## config.mk

```make
export PLATFORM = sky130hd
export DESIGN_NAME = ppo_top
export DESIGN_NICKNAME = d
export VERILOG_FILES = /design/src/hw/ppo_pkg.sv /design/src/hw/ppo_port.sv /design/src/hw/ppo_tick.sv /design/src/hw/ppo_top.sv
export SDC_FILE = /design/constraint.sdc
export NUM_CORES = 1
export LEC_CHECK = 0
export BUFFER_PORTS_ARGS = -buffer_cell sky130_fd_sc_hd__buf_4
export CAP_MARGIN = 20
export CORE_MARGIN = 2
export CORE_UTILIZATION = 61
export CTS_CLUSTER_DIAMETER = 100
export CTS_CLUSTER_SIZE = 30
export DETAILED_ROUTE_END_ITERATION = 7
export GPL_ROUTABILITY_DRIVEN = 0
export PLACE_DENSITY = 0.82
export SYNTH_ARGS = -nofsm -noshare
export SYNTH_HDL_FRONTEND = slang
export SYNTH_SLANG_ARGS = --single-unit
```

## constraint.sdc

```tcl
create_clock -name mclk -period 4.5 [get_ports mclk]
set_input_delay 0.225 -clock mclk [delete_from_list [all_inputs] [get_ports mclk]]
set_output_delay 0.225 -clock mclk [all_outputs]
set_load 0.03 [all_outputs]
```

## src/hw/ppo_pkg.sv

```systemverilog
package ppo_pkg;
    localparam int          NUM_PORTS         = 6;
    localparam int          PORT3_IDX         = 2;
    localparam int          PORT4_IDX         = 3;
    localparam logic [15:0] ADDR_LOCKOUT      = 16'h30e1;
    localparam logic [15:0] ADDR_MIN_WIDTH    = 16'h30ea;
    localparam logic [15:0] ADDR_DBL_WINDOW   = 16'h30eb;
    localparam logic [15:0] ADDR_PORT_SPLIT   = 16'h3c48;
    localparam logic [15:0] ADDR_GLOBAL_SPLIT = 16'h4141;
    localparam logic [15:0] ADDR_P3_PINSEL    = 16'h416e;
    localparam logic [15:0] ADDR_P4_PINSEL    = 16'h416f;
    localparam logic [15:0] ADDR_OC_STATUS    = 16'h3100;
    localparam logic [15:0] ADDR_PWR_ENABLE   = 16'h3101;
    localparam logic [7:0]  RST_LOCKOUT       = 8'h0a;
    localparam logic [7:0]  RST_DBL_WINDOW    = 8'h14;
    localparam logic [7:0]  RST_MIN_WIDTH     = 8'h01;
    localparam logic [7:0]  RST_ZERO          = 8'h00;
    localparam logic [7:0]  MASK_MIN_WIDTH    = 8'h0f;
    localparam logic [7:0]  MASK_GLOBAL       = 8'h01;
    localparam logic [7:0]  MASK_PORT_SPLIT   = 8'h60;
    localparam int          BIT_SPLIT_P3      = 5;
    localparam int          BIT_SPLIT_P4      = 6;
    localparam int          BIT_GLOBAL_SPLIT  = 0;
    localparam logic [7:0]  SEL_P3_OPT_A      = 8'h42;
    localparam logic [7:0]  SEL_P3_OPT_B      = 8'h05;
    localparam logic [7:0]  SEL_P4_OPT_A      = 8'h06;
    localparam logic [7:0]  SEL_P4_OPT_B      = 8'h04;
    localparam int          CLK_HZ            = 20_000_000;
    localparam int          TICK_MS           = 1;
    localparam int          TICK_CYCLES       = CLK_HZ / 1000 * TICK_MS;

    typedef struct packed {
        logic        wr;
        logic        rd;
        logic [15:0] addr;
        logic [7:0]  wdata;
    } ppo_req_s;

    typedef struct packed {
        logic [7:0] lockout;
        logic [7:0] dbl_window;
        logic [3:0] min_width;
    } ppo_timing_s;
endpackage

```

## src/hw/ppo_port.sv

```systemverilog
`timescale 1ns/100ps
`default_nettype none
module ppo_port (
    input  wire logic                 mclk,      // core clock
    input  wire logic                 srst,      // sync reset
    input  wire logic                 tick,      // 1 ms tick
    input  wire logic                 pwr_en,    // port power on
    input  wire logic                 pin_low,   // synchronised low sense
    input  wire logic                 oc_clr,    // software clear pulse
    input  wire ppo_pkg::ppo_timing_s tim,       // timing setup
    output logic                      oc_flag,   // latched overcurrent
    output logic                      oc_event   // pulse when flag rises
);
    import ppo_pkg::*;
    logic [7:0] lock_ff, win_ff, wid_ff;
    logic       armed_ff, prev_low_ff, first_ff, flag_ff, pwr_ff;
    wire pwr_rise = pwr_en && !pwr_ff;
    wire sensing  = pwr_en && armed_ff;
    wire new_grp  = sensing && pin_low && !prev_low_ff;
    // width counts whole ticks, so a pulse is qualified to within 1 ms
    wire single_hit = sensing && pin_low && (wid_ff >= {4'h0, tim.min_width});
    wire double_hit = new_grp && first_ff;
    wire hit = single_hit || double_hit;
    always_ff @(posedge mclk) begin
        pwr_ff <= srst ? 1'b0 : pwr_en;
        if (srst || !pwr_en || pwr_rise) begin
            lock_ff  <= tim.lockout;
            armed_ff <= 1'b0;
        end else if (!armed_ff && tick) begin
            lock_ff  <= lock_ff - 8'h01;
            armed_ff <= (lock_ff <= 8'h01);
        end
        prev_low_ff <= !srst && sensing && pin_low;
        if (srst || !sensing || !pin_low) wid_ff <= '0;
        else if (tick && wid_ff != 8'hff) wid_ff <= wid_ff + 8'h01;
        if (srst || !sensing) begin
            first_ff <= 1'b0;
            win_ff   <= '0;
        end else if (new_grp && !first_ff) begin
            first_ff <= 1'b1;
            win_ff   <= tim.dbl_window;
        end else if (first_ff && tick) begin
            win_ff   <= win_ff - 8'h01;
            first_ff <= (win_ff > 8'h01);
        end
        // set beats clear in the same cycle
        if (srst || pwr_rise) flag_ff <= 1'b0;
        else if (hit) flag_ff <= 1'b1;
        else if (oc_clr) flag_ff <= 1'b0;
    end
    assign oc_flag  = flag_ff;
    assign oc_event = hit && !flag_ff;
    lock_quiet_a: assert property (@(posedge mclk) disable iff (srst)
        !armed_ff |-> !hit) else $error("overcurrent during lockout");
    off_quiet_a: assert property (@(posedge mclk) disable iff (srst)
        !pwr_en |-> !hit) else $error("overcurrent while unpowered");
    flag_hold_a: assert property (@(posedge mclk) disable iff (srst)
        hit |=> flag_ff) else $error("flag not set after hit");
    set_wins_a: assert property (@(posedge mclk) disable iff (srst)
        (hit && oc_clr && !pwr_rise) |=> flag_ff) else $error("clear beat set");
    cv_double: cover property (@(posedge mclk) double_hit);
    cv_single: cover property (@(posedge mclk) single_hit && !double_hit);
endmodule
`default_nettype wire

```

## src/hw/ppo_tick.sv

```systemverilog
`timescale 1ns/100ps
`default_nettype none
module ppo_tick #(
    parameter int CYCLES = ppo_pkg::TICK_CYCLES
) (
    input  wire logic mclk,  // core clock
    input  wire logic srst,  // sync reset
    output logic      tick   // one-cycle 1 ms pulse
);
    import ppo_pkg::*;
    logic [$clog2(CYCLES)-1:0] cnt_ff;
    wire last = (cnt_ff == ($clog2(CYCLES))'(CYCLES - 1));
    always_ff @(posedge mclk) begin
        if (srst || last) cnt_ff <= '0;
        else cnt_ff <= cnt_ff + 1'b1;
    end
    assign tick = last;
    tick_period_a: assert property (@(posedge mclk) disable iff (srst)
        tick |=> !tick [*8]) else $error("tick repeated too soon");
endmodule
`default_nettype wire

```

## src/hw/ppo_top.sv

```systemverilog
// Overview of operation
// - double low pulse counts only inside programmable window, default 20 ms
// - ignore overcurrent for lockout time after power on, default 10 ms
// - power off drives pin low; power on releases with pull-up
// - low on powered pin (open fuse) is overcurrent
// - only ports 3 and 4 may split
// - split port keeps its control pin for the 2.0 side
// - split enables power output on a selected general pin
// - split power output has no overcurrent sensing
// - port 3 pin select 0x42 option A, 0x05 option B
// - port 4 pin select 0x06 option A, 0x04 option B
// - per-port split register resets zero, bit5 port3, bit6 port4
// - split needs global enable bit 0 as well
// - split port runs 2.0 and 3.x sides as independent ports
// - sample pin only while port enabled
// - low for minimum single pulse width flags overcurrent
// - two low groups within window flag overcurrent
// - minimum width field four bits, codes 0 to 15 ms
`timescale 1ns/100ps
`default_nettype none
module ppo_top #(
    parameter int NPORT = ppo_pkg::NUM_PORTS,
    parameter int TICKC = ppo_pkg::TICK_CYCLES
) (
    input  wire logic              mclk,          // 20 MHz core clock
    input  wire logic              srst,          // sync reset, high
    input  wire ppo_pkg::ppo_req_s cfg_req,       // config register access
    output logic [7:0]             cfg_rdata,     // registered read data
    input  wire logic [NPORT-1:0]  pwr_req,       // hub port power requests
    input  wire logic [NPORT-1:0]  ss_pwr_req,    // 3.x side power requests
    input  wire logic [NPORT-1:0]  sense_in,      // port_power_sense_pin input
    output logic [NPORT-1:0]       sense_out,     // port_power_sense_pin output
    output logic [NPORT-1:0]       sense_oe,      // port_power_sense_pin enable
    output logic [NPORT-1:0]       sense_pullup,  // pull-up enable
    output logic                   port3_pin_option_a, // split power port 3 A
    output logic                   port3_pin_option_b, // split power port 3 B
    output logic                   port4_pin_option_a, // split power port 4 A
    output logic                   port4_pin_option_b, // split power port 4 B
    output logic [NPORT-1:0]       split_active,  // port runs split
    output logic [NPORT-1:0]       oc_flag,       // latched overcurrent
    output logic [NPORT-1:0]       oc_event       // overcurrent event pulse
);
    import ppo_pkg::*;
    logic [7:0] lock_ff, win_ff, minw_ff, split_ff, glob_ff, p3sel_ff, p4sel_ff;
    logic [7:0] rdata_ff;
    logic [NPORT-1:0] s1_ff, s2_ff, sspwr_ff;
    logic [NPORT-1:0] clr;
    logic tick;
    ppo_timing_s tim;

    function automatic logic hit(input logic [15:0] a, input logic [15:0] reg_a);
        hit = (a == reg_a);
    endfunction

    wire wr = cfg_req.wr;
    wire [15:0] ad = cfg_req.addr;
    wire [7:0] wd = cfg_req.wdata;
    wire glob_on = glob_ff[BIT_GLOBAL_SPLIT];
    wire p3_split = glob_on && split_ff[BIT_SPLIT_P3];
    wire p4_split = glob_on && split_ff[BIT_SPLIT_P4];

    always_ff @(posedge mclk) begin
        if (srst) begin
            lock_ff  <= RST_LOCKOUT;
            win_ff   <= RST_DBL_WINDOW;
            minw_ff  <= RST_MIN_WIDTH;
            split_ff <= RST_ZERO;
            glob_ff  <= RST_ZERO;
            p3sel_ff <= RST_ZERO;
            p4sel_ff <= RST_ZERO;
        end else if (wr) begin
            if (hit(ad, ADDR_LOCKOUT))      lock_ff  <= wd;
            if (hit(ad, ADDR_DBL_WINDOW))   win_ff   <= wd;
            if (hit(ad, ADDR_MIN_WIDTH))    minw_ff  <= wd & MASK_MIN_WIDTH;
            // bit 0 and reserved bits never stick
            if (hit(ad, ADDR_PORT_SPLIT))   split_ff <= wd & MASK_PORT_SPLIT;
            if (hit(ad, ADDR_GLOBAL_SPLIT)) glob_ff  <= wd & MASK_GLOBAL;
            if (hit(ad, ADDR_P3_PINSEL))    p3sel_ff <= wd;
            if (hit(ad, ADDR_P4_PINSEL))    p4sel_ff <= wd;
        end
    end

    // clear by writing ones to the status address
    generate
        for (genvar i = 0; i < NPORT; i++) begin : g_clr
            assign clr[i] = wr && hit(ad, ADDR_OC_STATUS) && wd[i];
        end
    endgenerate

    wire [7:0] oc_byte  = 8'(oc_flag);
    wire [7:0] pwr_byte = 8'(pwr_req);
    wire [7:0] rd_mux =
        hit(ad, ADDR_LOCKOUT)      ? lock_ff  :
        hit(ad, ADDR_DBL_WINDOW)   ? win_ff   :
        hit(ad, ADDR_MIN_WIDTH)    ? minw_ff  :
        hit(ad, ADDR_PORT_SPLIT)   ? split_ff :
        hit(ad, ADDR_GLOBAL_SPLIT) ? glob_ff  :
        hit(ad, ADDR_P3_PINSEL)    ? p3sel_ff :
        hit(ad, ADDR_P4_PINSEL)    ? p4sel_ff :
        hit(ad, ADDR_OC_STATUS)    ? oc_byte  :
        hit(ad, ADDR_PWR_ENABLE)   ? pwr_byte : RST_ZERO;
    always_ff @(posedge mclk) begin
        if (srst) rdata_ff <= RST_ZERO;
        else if (cfg_req.rd) rdata_ff <= rd_mux;
    end
    assign cfg_rdata = rdata_ff;

    always_ff @(posedge mclk) begin
        if (srst) begin
            s1_ff    <= '1;
            s2_ff    <= '1;
            sspwr_ff <= '0;
        end else begin
            s1_ff    <= sense_in;
            s2_ff    <= s1_ff;
            sspwr_ff <= ss_pwr_req;
        end
    end

    assign tim.lockout    = lock_ff;
    assign tim.dbl_window = win_ff;
    assign tim.min_width  = minw_ff[3:0];

    ppo_tick #(.CYCLES(TICKC)) u_tick (
        .mclk (mclk),
        .srst (srst),
        .tick (tick)
    );

    generate
        for (genvar p = 0; p < NPORT; p++) begin : g_port
            // the pin only ever governs the 2.0 side on a split port
            ppo_port u_port (
                .mclk     (mclk),
                .srst     (srst),
                .tick     (tick),
                .pwr_en   (pwr_req[p]),
                .pin_low  (!s2_ff[p]),
                .oc_clr   (clr[p]),
                .tim      (tim),
                .oc_flag  (oc_flag[p]),
                .oc_event (oc_event[p])
            );
            assign sense_out[p]    = 1'b0;
            assign sense_oe[p]     = !pwr_req[p];
            assign sense_pullup[p] = pwr_req[p];
        end
    endgenerate

    // split outputs are push-pull and never sampled
    wire p3_on = p3_split && sspwr_ff[PORT3_IDX];
    wire p4_on = p4_split && sspwr_ff[PORT4_IDX];
    assign port3_pin_option_a = p3_on && (p3sel_ff == SEL_P3_OPT_A);
    assign port3_pin_option_b = p3_on && (p3sel_ff == SEL_P3_OPT_B);
    assign port4_pin_option_a = p4_on && (p4sel_ff == SEL_P4_OPT_A);
    assign port4_pin_option_b = p4_on && (p4sel_ff == SEL_P4_OPT_B);

    always_comb begin
        split_active = '0;
        split_active[PORT3_IDX] = p3_split;
        split_active[PORT4_IDX] = p4_split;
    end

    drive_low_a: assert property (@(posedge mclk) disable iff (srst)
        !pwr_req[0] |-> sense_oe[0] && !sense_out[0] && !sense_pullup[0])
        else $error("unpowered pin not driven low");
    split_glob_a: assert property (@(posedge mclk) disable iff (srst)
        !glob_ff[0] |-> split_active == '0) else $error("split without global");
    // only the two splittable port positions may ever show split
    wire [NPORT-1:0] split_legal = (NPORT'(1) << PORT3_IDX) | (NPORT'(1) << PORT4_IDX);

    split_p3_a: assert property (@(posedge mclk) disable iff (srst)
        port3_pin_option_a |-> p3sel_ff == SEL_P3_OPT_A && split_ff[BIT_SPLIT_P3])
        else $error("p3 a bad");
    split_p4_a: assert property (@(posedge mclk) disable iff (srst)
        port4_pin_option_b |-> p4sel_ff == SEL_P4_OPT_B && split_ff[BIT_SPLIT_P4])
        else $error("p4 b bad");
    split_only_a: assert property (@(posedge mclk) disable iff (srst)
        (split_active & ~split_legal) == '0) else $error("split on wrong port");
    reset_zero_a: assert property (@(posedge mclk)
        srst |=> split_ff == RST_ZERO && glob_ff == RST_ZERO) else $error("split reset");
    cv_split3: cover property (@(posedge mclk) port3_pin_option_a);
    cv_split4: cover property (@(posedge mclk) port4_pin_option_b);
    cv_oc: cover property (@(posedge mclk) oc_event != '0);
endmodule
`default_nettype wire

```

==> results of run 1 <==
[sequential cells by signal, summed over array words and instances, names as in the netlist, 8 cells and up]
| register | flops |
|---|---|
| cfg_rdata | 8 |
| g_port.u_port.lock_ff | 48 |
| g_port.u_port.wid_ff | 48 |
| g_port.u_port.win_ff | 48 |
| lock_ff | 8 |
| p3sel_ff | 8 |
| p4sel_ff | 8 |
| u_tick.cnt_ff | 15 |
| win_ff | 8 |
[per-layer routing]
metal	vias up	global-route usage, %	routed length, um
met5	-	0	0
li1	5255	-	-
met1	5131	38.6	13700
met4	0	7.81	839
met2	397	44.7	14500
met3	64	2.78	2020
[where the power goes]
| part | leakage (nW) | internal, mW | switching [mW] | total, mW |
|---|---|---|---|---|
| Combinational | 2.66 | 0.0748 | 0.123 | 0.198 |
| Sequential | 2.16 | 2.30 | 0.0226 | 2.32 |
| Clock | 0.177 | 0.546 | 0.724 | 1.27 |
[metrics by stage]
stage,setup WS [ps],power (mW)
6_report,1680,3.79
2_1_floorplan,2100,2.49
5_1_grt,1540,3.91
3_5_place_dp,1720,2.56
4_1_cts,1720,3.81
3_3_place_gp,1780,2.56
[area by class of cell]
type / instances / area (um2) / share of cell area [%]
clock buffers: 16 / 337 / 2.43
clock inverters: 2 / 27.5 / 0.198
inverters: 66 / 248 / 1.79
multi-input cells: 1090 / 6690 / 48.2
flip-flops and latches: 250 / 5490 / 39.5
well taps: 275 / 344 / 2.48
repair buffers: 95 / 743 / 5.36
[layout by cell type, fill, tap and decap left out, drive strengths merged, types with 7 or more instances in the layout]
cell type,synthesis,final
clkbuf,40,16
nor4,27,27
dlygate4sd3,0,12
nand2b,11,11
conb,1,10
nand3b,10,10
o211ai,18,18
buf,55,83
mux2i,37,37
nand2,143,143
nor4b,14,14
or2,22,22
a221oi,19,19
and4,7,7
and3,18,18
nor3,41,41
nor2b,13,13
edfxtp,48,48
or3,12,12
o21ai,95,95
dfxtp,202,202
a31oi,14,14
nand3,47,47
inv,66,67
nor2,195,195
xnor2,45,45
xor2,49,49
nand4,17,17
a21oi,97,97
ha,55,55
[logic make-up after synthesis]
group | count (synthesis) | share of synthesized area, %
simple gates | 606 | 23.5
fa+ha+maj | 55 | 5.34
xor+xnor | 94 | 6.39
mux | 38 | 2.96
compound gates | 287 | 13.4
buf+inv | 161 | 5.80
other cells | 1 | 0.0291
flops | 250 | 42.6
[worst reg2reg max path, cell delays in order, from the launching register on]
cell	delay, ps
dfxtp_1	410
ha_1	260
nor4b_2	270
nand4_2	550
buf_4	460
nor2_1	320
and4_1	260
xnor2_1	120
nor2_1	50
[final timing paths]
kind                            slack [ps]        startpoint                    endpoint  cells after the start
worst max-delay path                  1680        minw_ff[0]                 oc_event[0]                      8
worst min-delay path                    20        pwr_req[1]    g_port[1].u_port.oc_flag                      2
worst max register to register        1720  u_tick.cnt_ff[0]  g_port[0].u_port.wid_ff[4]                      8
worst min register to register         420          s1_ff[3]                    s2_ff[3]                      1
[what timing repair did]
action                                 4_1_cts  5_1_grt
gates resized for setup                      0        0
setup endpoints to repair                    0        0
endpoints found under the hold margin       12        0
setup buffers                                0        0
hold buffers                                12        0
==> metrics.txt, run 1 <==
fin area 13,900 um2; Mapped Cells 1,492; FMAX 0.355 GHz; Synth top cells by count dfxtp_1 (202), nor2_1 (194), nand2_1 (142); top_reg_cell synth dfxtp_1; hold slack 15.3 ps; CP Cell Sequence ha_1, nand2b_1, a21oi_1, nor2b_1, o21ai_0, a31o_2, nor2_1, buf_4; crit end category primary output; top-count cell post-synth dfxtp_1; Worst VDD drop 211 uV; Syn Area/Cell 8.64 um2; worst skew pair latency 500 ps; post-route minimum period 2820 ps; Hold Path Class input pin to flop; Bufs and invs on worst path 1; #FFs+latches synth 250; Area Growth Syn to Fin 7.65%; Worst EP required 4280 ps; number of port buffers 79; H-tree Lvls 1; RSZ-0062 raised after global routing no; cell row count 53; total number of vias 10,800; worst slew pin tran 1050 ps; Routed WL 31,000 um; Post-Place Cells 1,764; final worst path period share 62.6%; Antenna Nets Post-Route 0; Final Max Tran Viols 0; post-placement cell area 13,400 um2; Worst-path clk slew 110 ps; die width 149 um; CP arrival 2590 ps; Die H 149 um; Yosys cell types 69; Pleak 4.99 nW; CP peak stage delay 710 ps; Detailed Route Iter0 Violations 1,018; die area 22,300 um2; crit path launch type flop; Core ar. 20,900 um2; residual DRC count 2; register area share after synthesis 42.6%; starting density of the core 61.7%; top post-synthesis cells by area dfxtp_1 (31%), edfxtp_1 (11%), nor2_1 (5.7%); routed vias/inst 6.05; outcome finished with violations; layout cells sized above 1 9.02%; cts bufs inserted 12; antenna cells 0; Finished Layout Cells 1,794; Fillers 1,736; WS Path Type flop to primary output; Fin. Hold Viols 0; Fin Clk Skew 27.0 ps; Max Cap Viol 0; pwr dens 273 nW/um2; drt pass-1 iters 8; Clock Tree Buf Depth 3; crit-path max FO 8; Ys Warns 0; Worst path slowest cell dfxtp_1; final layout net count 1,616; cell family with most CP delay flip-flops; WL per Instance 17.3 um; first-pass GRT wire length 49,600 um; initial antenna violation count 0; hpwl dp 21,900 um; gr ovfl total 0; failing checks design-rule violations; total track usage 27.3%; Slew headroom 29.4%; Synth Cell Area 12,900 um2; post-synth top area share 31.4%; Final Setup Violations 0; Setup TNS Final 0 ps; largest area contributor in the netlist dfxtp_1; clock root buffer clkbuf_16; Post-synth EDFFs 48; clock sink total 250; final core utilization 66.4%; FFs w/ async S/R, synth 0%; CTS tree done; Ports 94; number of global-route vias before repair 9,899; largest net degree at the start of global routing 76
No activity file was read; power rests on OpenSTA's default activity.
==> inputs of run 2 (changes only) <==
ABC_AREA = 1   (was not set)
PLACE_DENSITY = 0.81   (was 0.82)
clock period = 2.65 ns   (was 4.5 ns; I/O delays follow)
==> run 2 against run 1 <==
Compared with the run above: the flow now finishes without violations; synthesized cell count grew 21%; critical path depth up 2; clock power up 72%; highest routed layer unchanged; register-to-register slack worse by 1100 ps; utilization is 1.5 points higher; hold slack gained 10 ps.
==> metrics.txt, run 2 <==
outcome finished clean; Multi-input gate area 6650 um2 (-0.60%); power share of the combinational group 5.0% (-0.2 points); clock root buffer clkbuf_16; Worst R2R Path Depth 12 (+4); die width 152 um (+1.7%); starting density of the core 61.7% (about the same); Internal 4.95 mW (+69%); most frequent cells in the layout nand2_1 (334), inv_1 (241), dfxtp_1 (200); Yosys cell types 47 (-32%); total track usage 29.6% (+2.2 points); Setup WS post-layout 3.26 ps (-1680 ps); Crit Reg-Reg Endpoint g_port[4].u_port.win_ff[4]; cell family with most CP delay compound AO/OA/AOI/OAI gates; #FFs+latches synth 250 (unchanged); Net Sw Frac 23.2% (+0.26 points); H-tree Lvls 1 (unchanged); die area 23,100 um2 (+3.5%); Ports 94 (unchanged); post-placement cell area 14,100 um2 (+5.0%); largest net degree at the start of global routing 41 (-46%); post-route minimum period 2650 ps; Worst path slowest cell dfxtp_2; crit-path max FO 7 (-1); worst hold path depth 3 (+1); WS Path Type flop to primary output; routed vias/inst 5.75 (-4.9%); CP Cell Sequence clkinvlp_4, buf_12, ha_4, a21boi_0, o21a_1, o21ai_0, nand3_1, o21ai_2, nor2_1, buf_4; Pleak 5.87 nW (+17%); Synth Cell Area 13,300 um2 (+3.5%); gr ovfl total 0 (unchanged); Area Growth Syn to Fin 10.1%; FFs w/ async S/R, synth 0% (unchanged); Hold Startpoint pwr_req[3]; Bufs and invs on worst path 3 (+2); Slew headroom 47.0% (+18 points); Worst VDD drop 357 uV (+69%); pwr dens 438 nW/um2 (+60%); cell row count 54 (+1.9%); top post-synthesis cells by area dfxtp_1 (30%), edfxtp_1 (11%), nand2_1 (9.4%); biggest regs g_port.u_port.lock_ff: 48 flops, g_port.u_port.wid_ff: 48 flops, g_port.u_port.win_ff: 48 flops; Syn Area/Cell 7.39 um2 (-14%); R2R setup slack 600 ps (-1120 ps); Ys Warns 0 (unchanged); total number of vias 12,400 (+15%); final layout net count 1,982 (+23%); FMAX 0.378 GHz; crit end category primary output; Core ar. 21,600 um2 (+3.5%); top_reg_cell synth dfxtp_1; clock sink total 250 (unchanged); Final Max Tran Viols 0 (unchanged); fin area 14,700 um2 (+5.9%); cts bufs inserted 12 (unchanged); register area share after synthesis 41.1% (-1.5 points); clock power share 33.8% (+0.3 points); Seq. cell area 5490 um2 (about the same); layout cells sized above 1 9.66% (+0.64 points); Max Cap Viol 0 (unchanged); Fin. Hold Viols 0 (unchanged); Post-synth EDFFs 48 (unchanged); post-synth top area share 30.3% (-1.1 points); CTS tree done; first-pass GRT wire length 56,800 um (+15%); final worst path period share 99.9%; Fin Clk Skew 40.5 ps (+13.6 ps); Reg power frac 61.1% (-0.2 points); Mapped Cells 1,806 (+21%); worst slack at placement 398 ps (-1320 ps); Routed WL 35,400 um (+14%); WL per Instance 16.3 um (-5.5%); worst skew pair latency 510 ps (about the same); number of global-route vias before repair 11,400 (+15%); number of port buffers 79 (unchanged); Clock Tree Buf Depth 3 (unchanged); CP arrival 2510 ps (-80 ps); drt pass-1 iters 5 (-3); antenna cells 0 (unchanged); worst slew pin tran 793 ps (-258 ps); Worst-path clk slew 120 ps (about the same); Antenna Nets Post-Route 0 (unchanged); hold slack 25.7 ps (+10.4 ps); largest area contributor in the netlist dfxtp_1; CP peak stage delay 380 ps (-330 ps); reg2reg start u_tick.cnt_ff[0]; initial antenna violation count 0 (unchanged); Synth top cells by count nand2_1 (334), inv_1 (242), dfxtp_1 (202); top-count cell post-synth nand2_1; Psw 1.49 mW (+72%); WHS Endpoint g_port[3].u_port.pwr_ff; most common cell after layout, fill and taps aside nand2_1; Die H 152 um (+1.7%); Fillers 1,794 (+3.3%); hpwl dp 25,600 um (+17%); residual DRC count 0 (-2); Worst EP required 2520 ps (-1760 ps); Final Setup Violations 0 (unchanged); Hold Path Class input pin to flop; crit path launch type flop; Detailed Route Iter0 Violations 1,066 (+4.7%)
[run 2: cell types whose count changed in the layout (fill, tap and decap cells not counted), moves of 22 or more]
cell     previous run  this run
nand2_1           142       334
inv_1              66       241
o21ai_0            73       161
a21oi_1            97       152
mux2i_1            37         0
xor2_1             49        17
nor2_1            194       171
nor3_1             38        60
xnor2_1            45        23
[run 2: power by group through the flow]
stage / clock network [mW] / registers (mW) / logic (mW)
floorplan: 0 / 4.01 / 0.188
global placement: 0 / 4.02 / 0.293
detailed placement: 0 / 4.02 / 0.298
CTS: 2.18 / 3.94 / 0.320
global route: 2.33 / 3.94 / 0.356
finish: 2.18 / 3.94 / 0.325
[run 2: per-stage QoR]
| step | setup TNS, ps | util, % | cells | total power [mW] |
|---|---|---|---|---|
| global route | -84.4 | 67.9 | 2164 | 6.63 |
| detailed placement | 0 | 65.0 | 2127 | 4.32 |
| floorplan | 0 | - | 1815 | 4.20 |
| global placement | 0 | 65.0 | 2127 | 4.31 |
| finish | 0 | 67.9 | 2164 | 6.44 |
| CTS | -34.5 | 67.5 | 2161 | 6.44 |
[run 2: final cells by class]
class / count / share of cell area [%]
Multi-Input combinational cell: 1252 / 45.3
Clock buffer: 15 / 2.27
Clock inverter: 2 / 0.170
Tap cell: 280 / 2.39
Sequential cell: 250 / 37.4
Inverter: 254 / 6.52
Timing Repair Buffer: 111 / 6.05
[run 2: how the worst max path moves through the flow]
stage	from	end	slack (ps)	cells after the start
2_1_floorplan	u_tick.cnt_ff[0]	g_port[0].u_port.lock_ff[0]	570	8
3_3_place_gp	minw_ff[0]	oc_event[5]	430	9
3_5_place_dp	minw_ff[1]	oc_event[5]	400	9
4_1_cts	minw_ff[1]	oc_event[4]	-30	10
5_1_grt	minw_ff[1]	oc_event[1]	-50	10
6_report	minw_ff[1]	oc_event[3]	3	10
[run 2: kinds of logic after synthesis]
family	after synthesis	synth area share, %
AND/OR/NAND/NOR	730	24.1
XOR/XNOR	40	2.63
adder cells (fa/ha/maj)	55	5.16
AO/OA/AOI/OAI	417	17.2
flip-flops	250	41.1
other	1	0.0281
buffers and inverters	313	9.78
[run 2: metal layers]
metal	share of wire (%)	track usage, %
met1	41	38.6
met2	47	50.1
met4	3.7	11.8
met3	8.2	3.68
met5	0	0
[run 2: worst register-to-register path: stages (launching register included)]
cell and delay (ps):
dfxtp_1 370, ha_1 170, nand2_1 70, inv_2 60
nand2_2 70, nor2_1 90, nand2_1 110, inv_2 270
nand2_2 190, nand2_1 170, inv_1 120, o21ai_0 180
a21oi_1 90
[run 2: repair_timing]
| item | CTS | global route |
|---|---|---|
| hold buffers | 17 | 0 |
| pin swaps | 2 | 5 |
| endpoints found under the setup margin | 6 | 6 |
| setup buffers | 0 | 3 |
| hold endpoints to repair | 34 | 0 |
| gates resized for setup | 11 | 9 |
==> inputs of run 3 (changes only) <==
ABC_AREA = not set   (was 1)
PLACE_DENSITY = 0.82   (was 0.81)
==> run 3 against run 2 <==
Compared with the run above: clock skew shrank 5.8 ps; first-iteration DRC count grew 1.5%; critical path depth shrank 1; non-clock buffer count grew 10; utilization shrank 0.42 points; worst setup slack gained 160 ps; largest power group unchanged; global-route usage shrank 1.7 points.
==> metrics.txt, run 3 (synthesis gave the netlist of run 1 again) <==
outcome finished clean; pwr dens 457 nW/um2 (+4.3%); Area Growth Syn to Fin 9.46%; met2 routed WL 14,800 um (-11%); Core ar. 20,900 um2 (-3.4%); Pleak 5.11 nW (-13%); number of port buffers 79 (unchanged); WS Path Type flop to primary output; clock root buffer clkbuf_16; Hold Path Class input pin to flop; worst skew pair latency 500 ps (about the same); CP Cell Sequence clkinvlp_4, buf_12, ha_1, a21oi_1, nor2b_1, o21ai_0, a31o_2, nor2_1, buf_4; cts bufs inserted 12 (unchanged); worst slack at placement 361 ps (-37.0 ps); Setup crit start minw_ff[1]; largest net degree at the start of global routing 57 (+39%); Setup TNS Final 0 ps (unchanged); worst hold path depth 3 (unchanged); Routed WL 31,200 um (-12%); routed vias/inst 5.99 (+4.2%); hpwl dp 22,100 um (-14%); initial antenna violation count 1 (+1); Die H 149 um (-1.7%); crit-path max FO 7 (unchanged); Antenna Nets Post-Route 0 (unchanged); biggest regs g_port.u_port.lock_ff: 48 flops, g_port.u_port.wid_ff: 48 flops, g_port.u_port.win_ff: 48 flops; most common cell after layout, fill and taps aside dfxtp_1; Reg power frac 61.2% (about the same); Worst path slowest cell dfxtp_1; starting density of the core 61.7% (about the same); Hold Startpoint cfg_req[25]; layout cells sized above 1 9.91% (+0.25 points); R2R setup slack 330 ps (-270 ps); total track usage 27.9% (-1.7 points); reg2reg start u_tick.cnt_ff[0]; number of global-route vias before repair 10,100 (-11%); gr ovfl total 0 (unchanged); CTS tree done; Worst R2R Path Depth 8 (-4); cell row count 53 (-1.9%); drt pass-1 iters 5 (unchanged); Final Setup Violations 0 (unchanged); CP arrival 2350 ps (-160 ps); die width 149 um (-1.7%); post-route minimum period 2490 ps (-161 ps); Max Cap Viol 0 (unchanged); Worst-path clk slew 110 ps (about the same); post-placement cell area 13,500 um2 (-4.0%); most frequent cells in the layout dfxtp_1 (201), nor2_1 (194), nand2_1 (142); highest metal used met4; Slew headroom 60.1% (+13 points); worst slew pin tran 595 ps (-198 ps); H-tree Lvls 1 (unchanged); Worst EP required 2520 ps (about the same); CP peak stage delay 420 ps (+40 ps); fin area 14,100 um2 (-4.0%); Crit Reg-Reg Endpoint g_port[0].u_port.win_ff[6]; Final Max Tran Viols 0 (unchanged); WL per Instance 17.2 um (+5.0%); Internal 4.98 mW (+0.59%); RSZ-0062 raised after global routing no; Bufs and invs on worst path 3 (unchanged); Fin Clk Skew 34.8 ps (-5.78 ps); Psw 1.47 mW (-1.4%); clock sink total 250 (unchanged); crit end category primary output; FMAX 0.402 GHz (+6.5%); final layout net count 1,642 (-17%); Net Sw Frac 22.8% (-0.36 points); Setup WS post-layout 164 ps (+161 ps); WHS Endpoint win_ff[7]; die area 22,300 um2 (-3.3%); Clock Tree Buf Depth 3 (unchanged); Metal-1 WL 13,400 um (-8.3%); first-pass GRT wire length 50,600 um (-11%); clock power share 33.3% (-0.5 points); power share of the combinational group 5.5% (+0.5 points); Worst VDD drop 453 uV (+27%); residual DRC count 0 (unchanged); WL met3 2310 um (-21%); final worst path period share 93.8% (-6.1 points); total number of vias 10,900 (-12%); cell family with most CP delay compound AO/OA/AOI/OAI gates; crit path launch type flop; Fin. Hold Viols 0 (unchanged); Ports 94 (unchanged); Detailed Route Iter0 Violations 1,082 (+1.5%); antenna cells 0 (unchanged)
[run 3: cell count changes in the layout (fill, tap and decap cells not counted), sizes merged, moves of 17 or more]
cell / change
a21oi: -55
a221oi: +19
inv: -188
mux2i: +37
nand2: -199
nand3: -17
nor3: -23
o21ai: -81
xnor2: +22
xor2: +32
[run 3: final cells by class]
cell class                 count  area, um2
clock buffer                  16        337
clock inverter                 1       20.0
fill                        1731       6790
inverter                      66        251
multi-input combinational   1090       6690
sequential                   250       5490
tap                          275        344
timing repair buffer         121        978
[run 3: power groups by stage]
| stage | clock (mW) | sequential [mW] | combinational (mW) |
|---|---|---|---|
| finish | 2.15 | 3.95 | 0.355 |
| CTS | 2.18 | 3.95 | 0.352 |
| global placement | 0 | 4.03 | 0.318 |
| global route | 2.32 | 3.95 | 0.383 |
| floorplan | 0 | 4.03 | 0.196 |
| detailed placement | 0 | 4.03 | 0.323 |
[run 3: routing by layer]
| metal | up-vias | GRT usage [%] |
|---|---|---|
| met5 | - | 0 |
| met4 | 0 | 7.43 |
| met3 | 61 | 4.19 |
| met2 | 398 | 46.8 |
| met1 | 5135 | 37.8 |
| li1 | 5302 | - |
[run 3: worst register-to-register path, cell delays in order (launching register included)]
cell and delay, ps:
dfxtp_1 410, ha_1 240, nor4b_2 290, and4_1 320, buf_4 310, nand4b_1 270
nor3_1 220, a21oi_1 60, a21oi_1 150
[run 3: worst max-delay path by stage]
| stage | end | depth (start not counted) |
|---|---|---|
| finish | oc_event[5] | 9 |
| global route | g_port[1].u_port.wid_ff[7] | 8 |
| CTS | oc_event[5] | 8 |
| detailed placement | g_port[1].u_port.wid_ff[5] | 8 |
| global placement | g_port[4].u_port.win_ff[0] | 8 |
| floorplan | g_port[0].u_port.lock_ff[0] | 6 |
[run 3: through the flow]
step / utilization (%) / hold WS (ps) / instances / total power, mW
floorplan: - / 236 / 1501 / 4.22
global route: 67.5 / 9.75 / 1819 / 6.66
detailed placement: 64.6 / 321 / 1778 / 4.36
global placement: 64.6 / 320 / 1778 / 4.35
CTS: 67.4 / 0.924 / 1818 / 6.48
finish: 67.5 / 5.91 / 1819 / 6.45
[run 3: repair_timing]
action / 4_1_cts / 5_1_grt
endpoints found under the hold margin: 52 / 0
setup endpoints to repair: 3 / 1
hold buffers: 23 / 0
resized for setup: 1 / 1
buffers inserted: 0 / 1
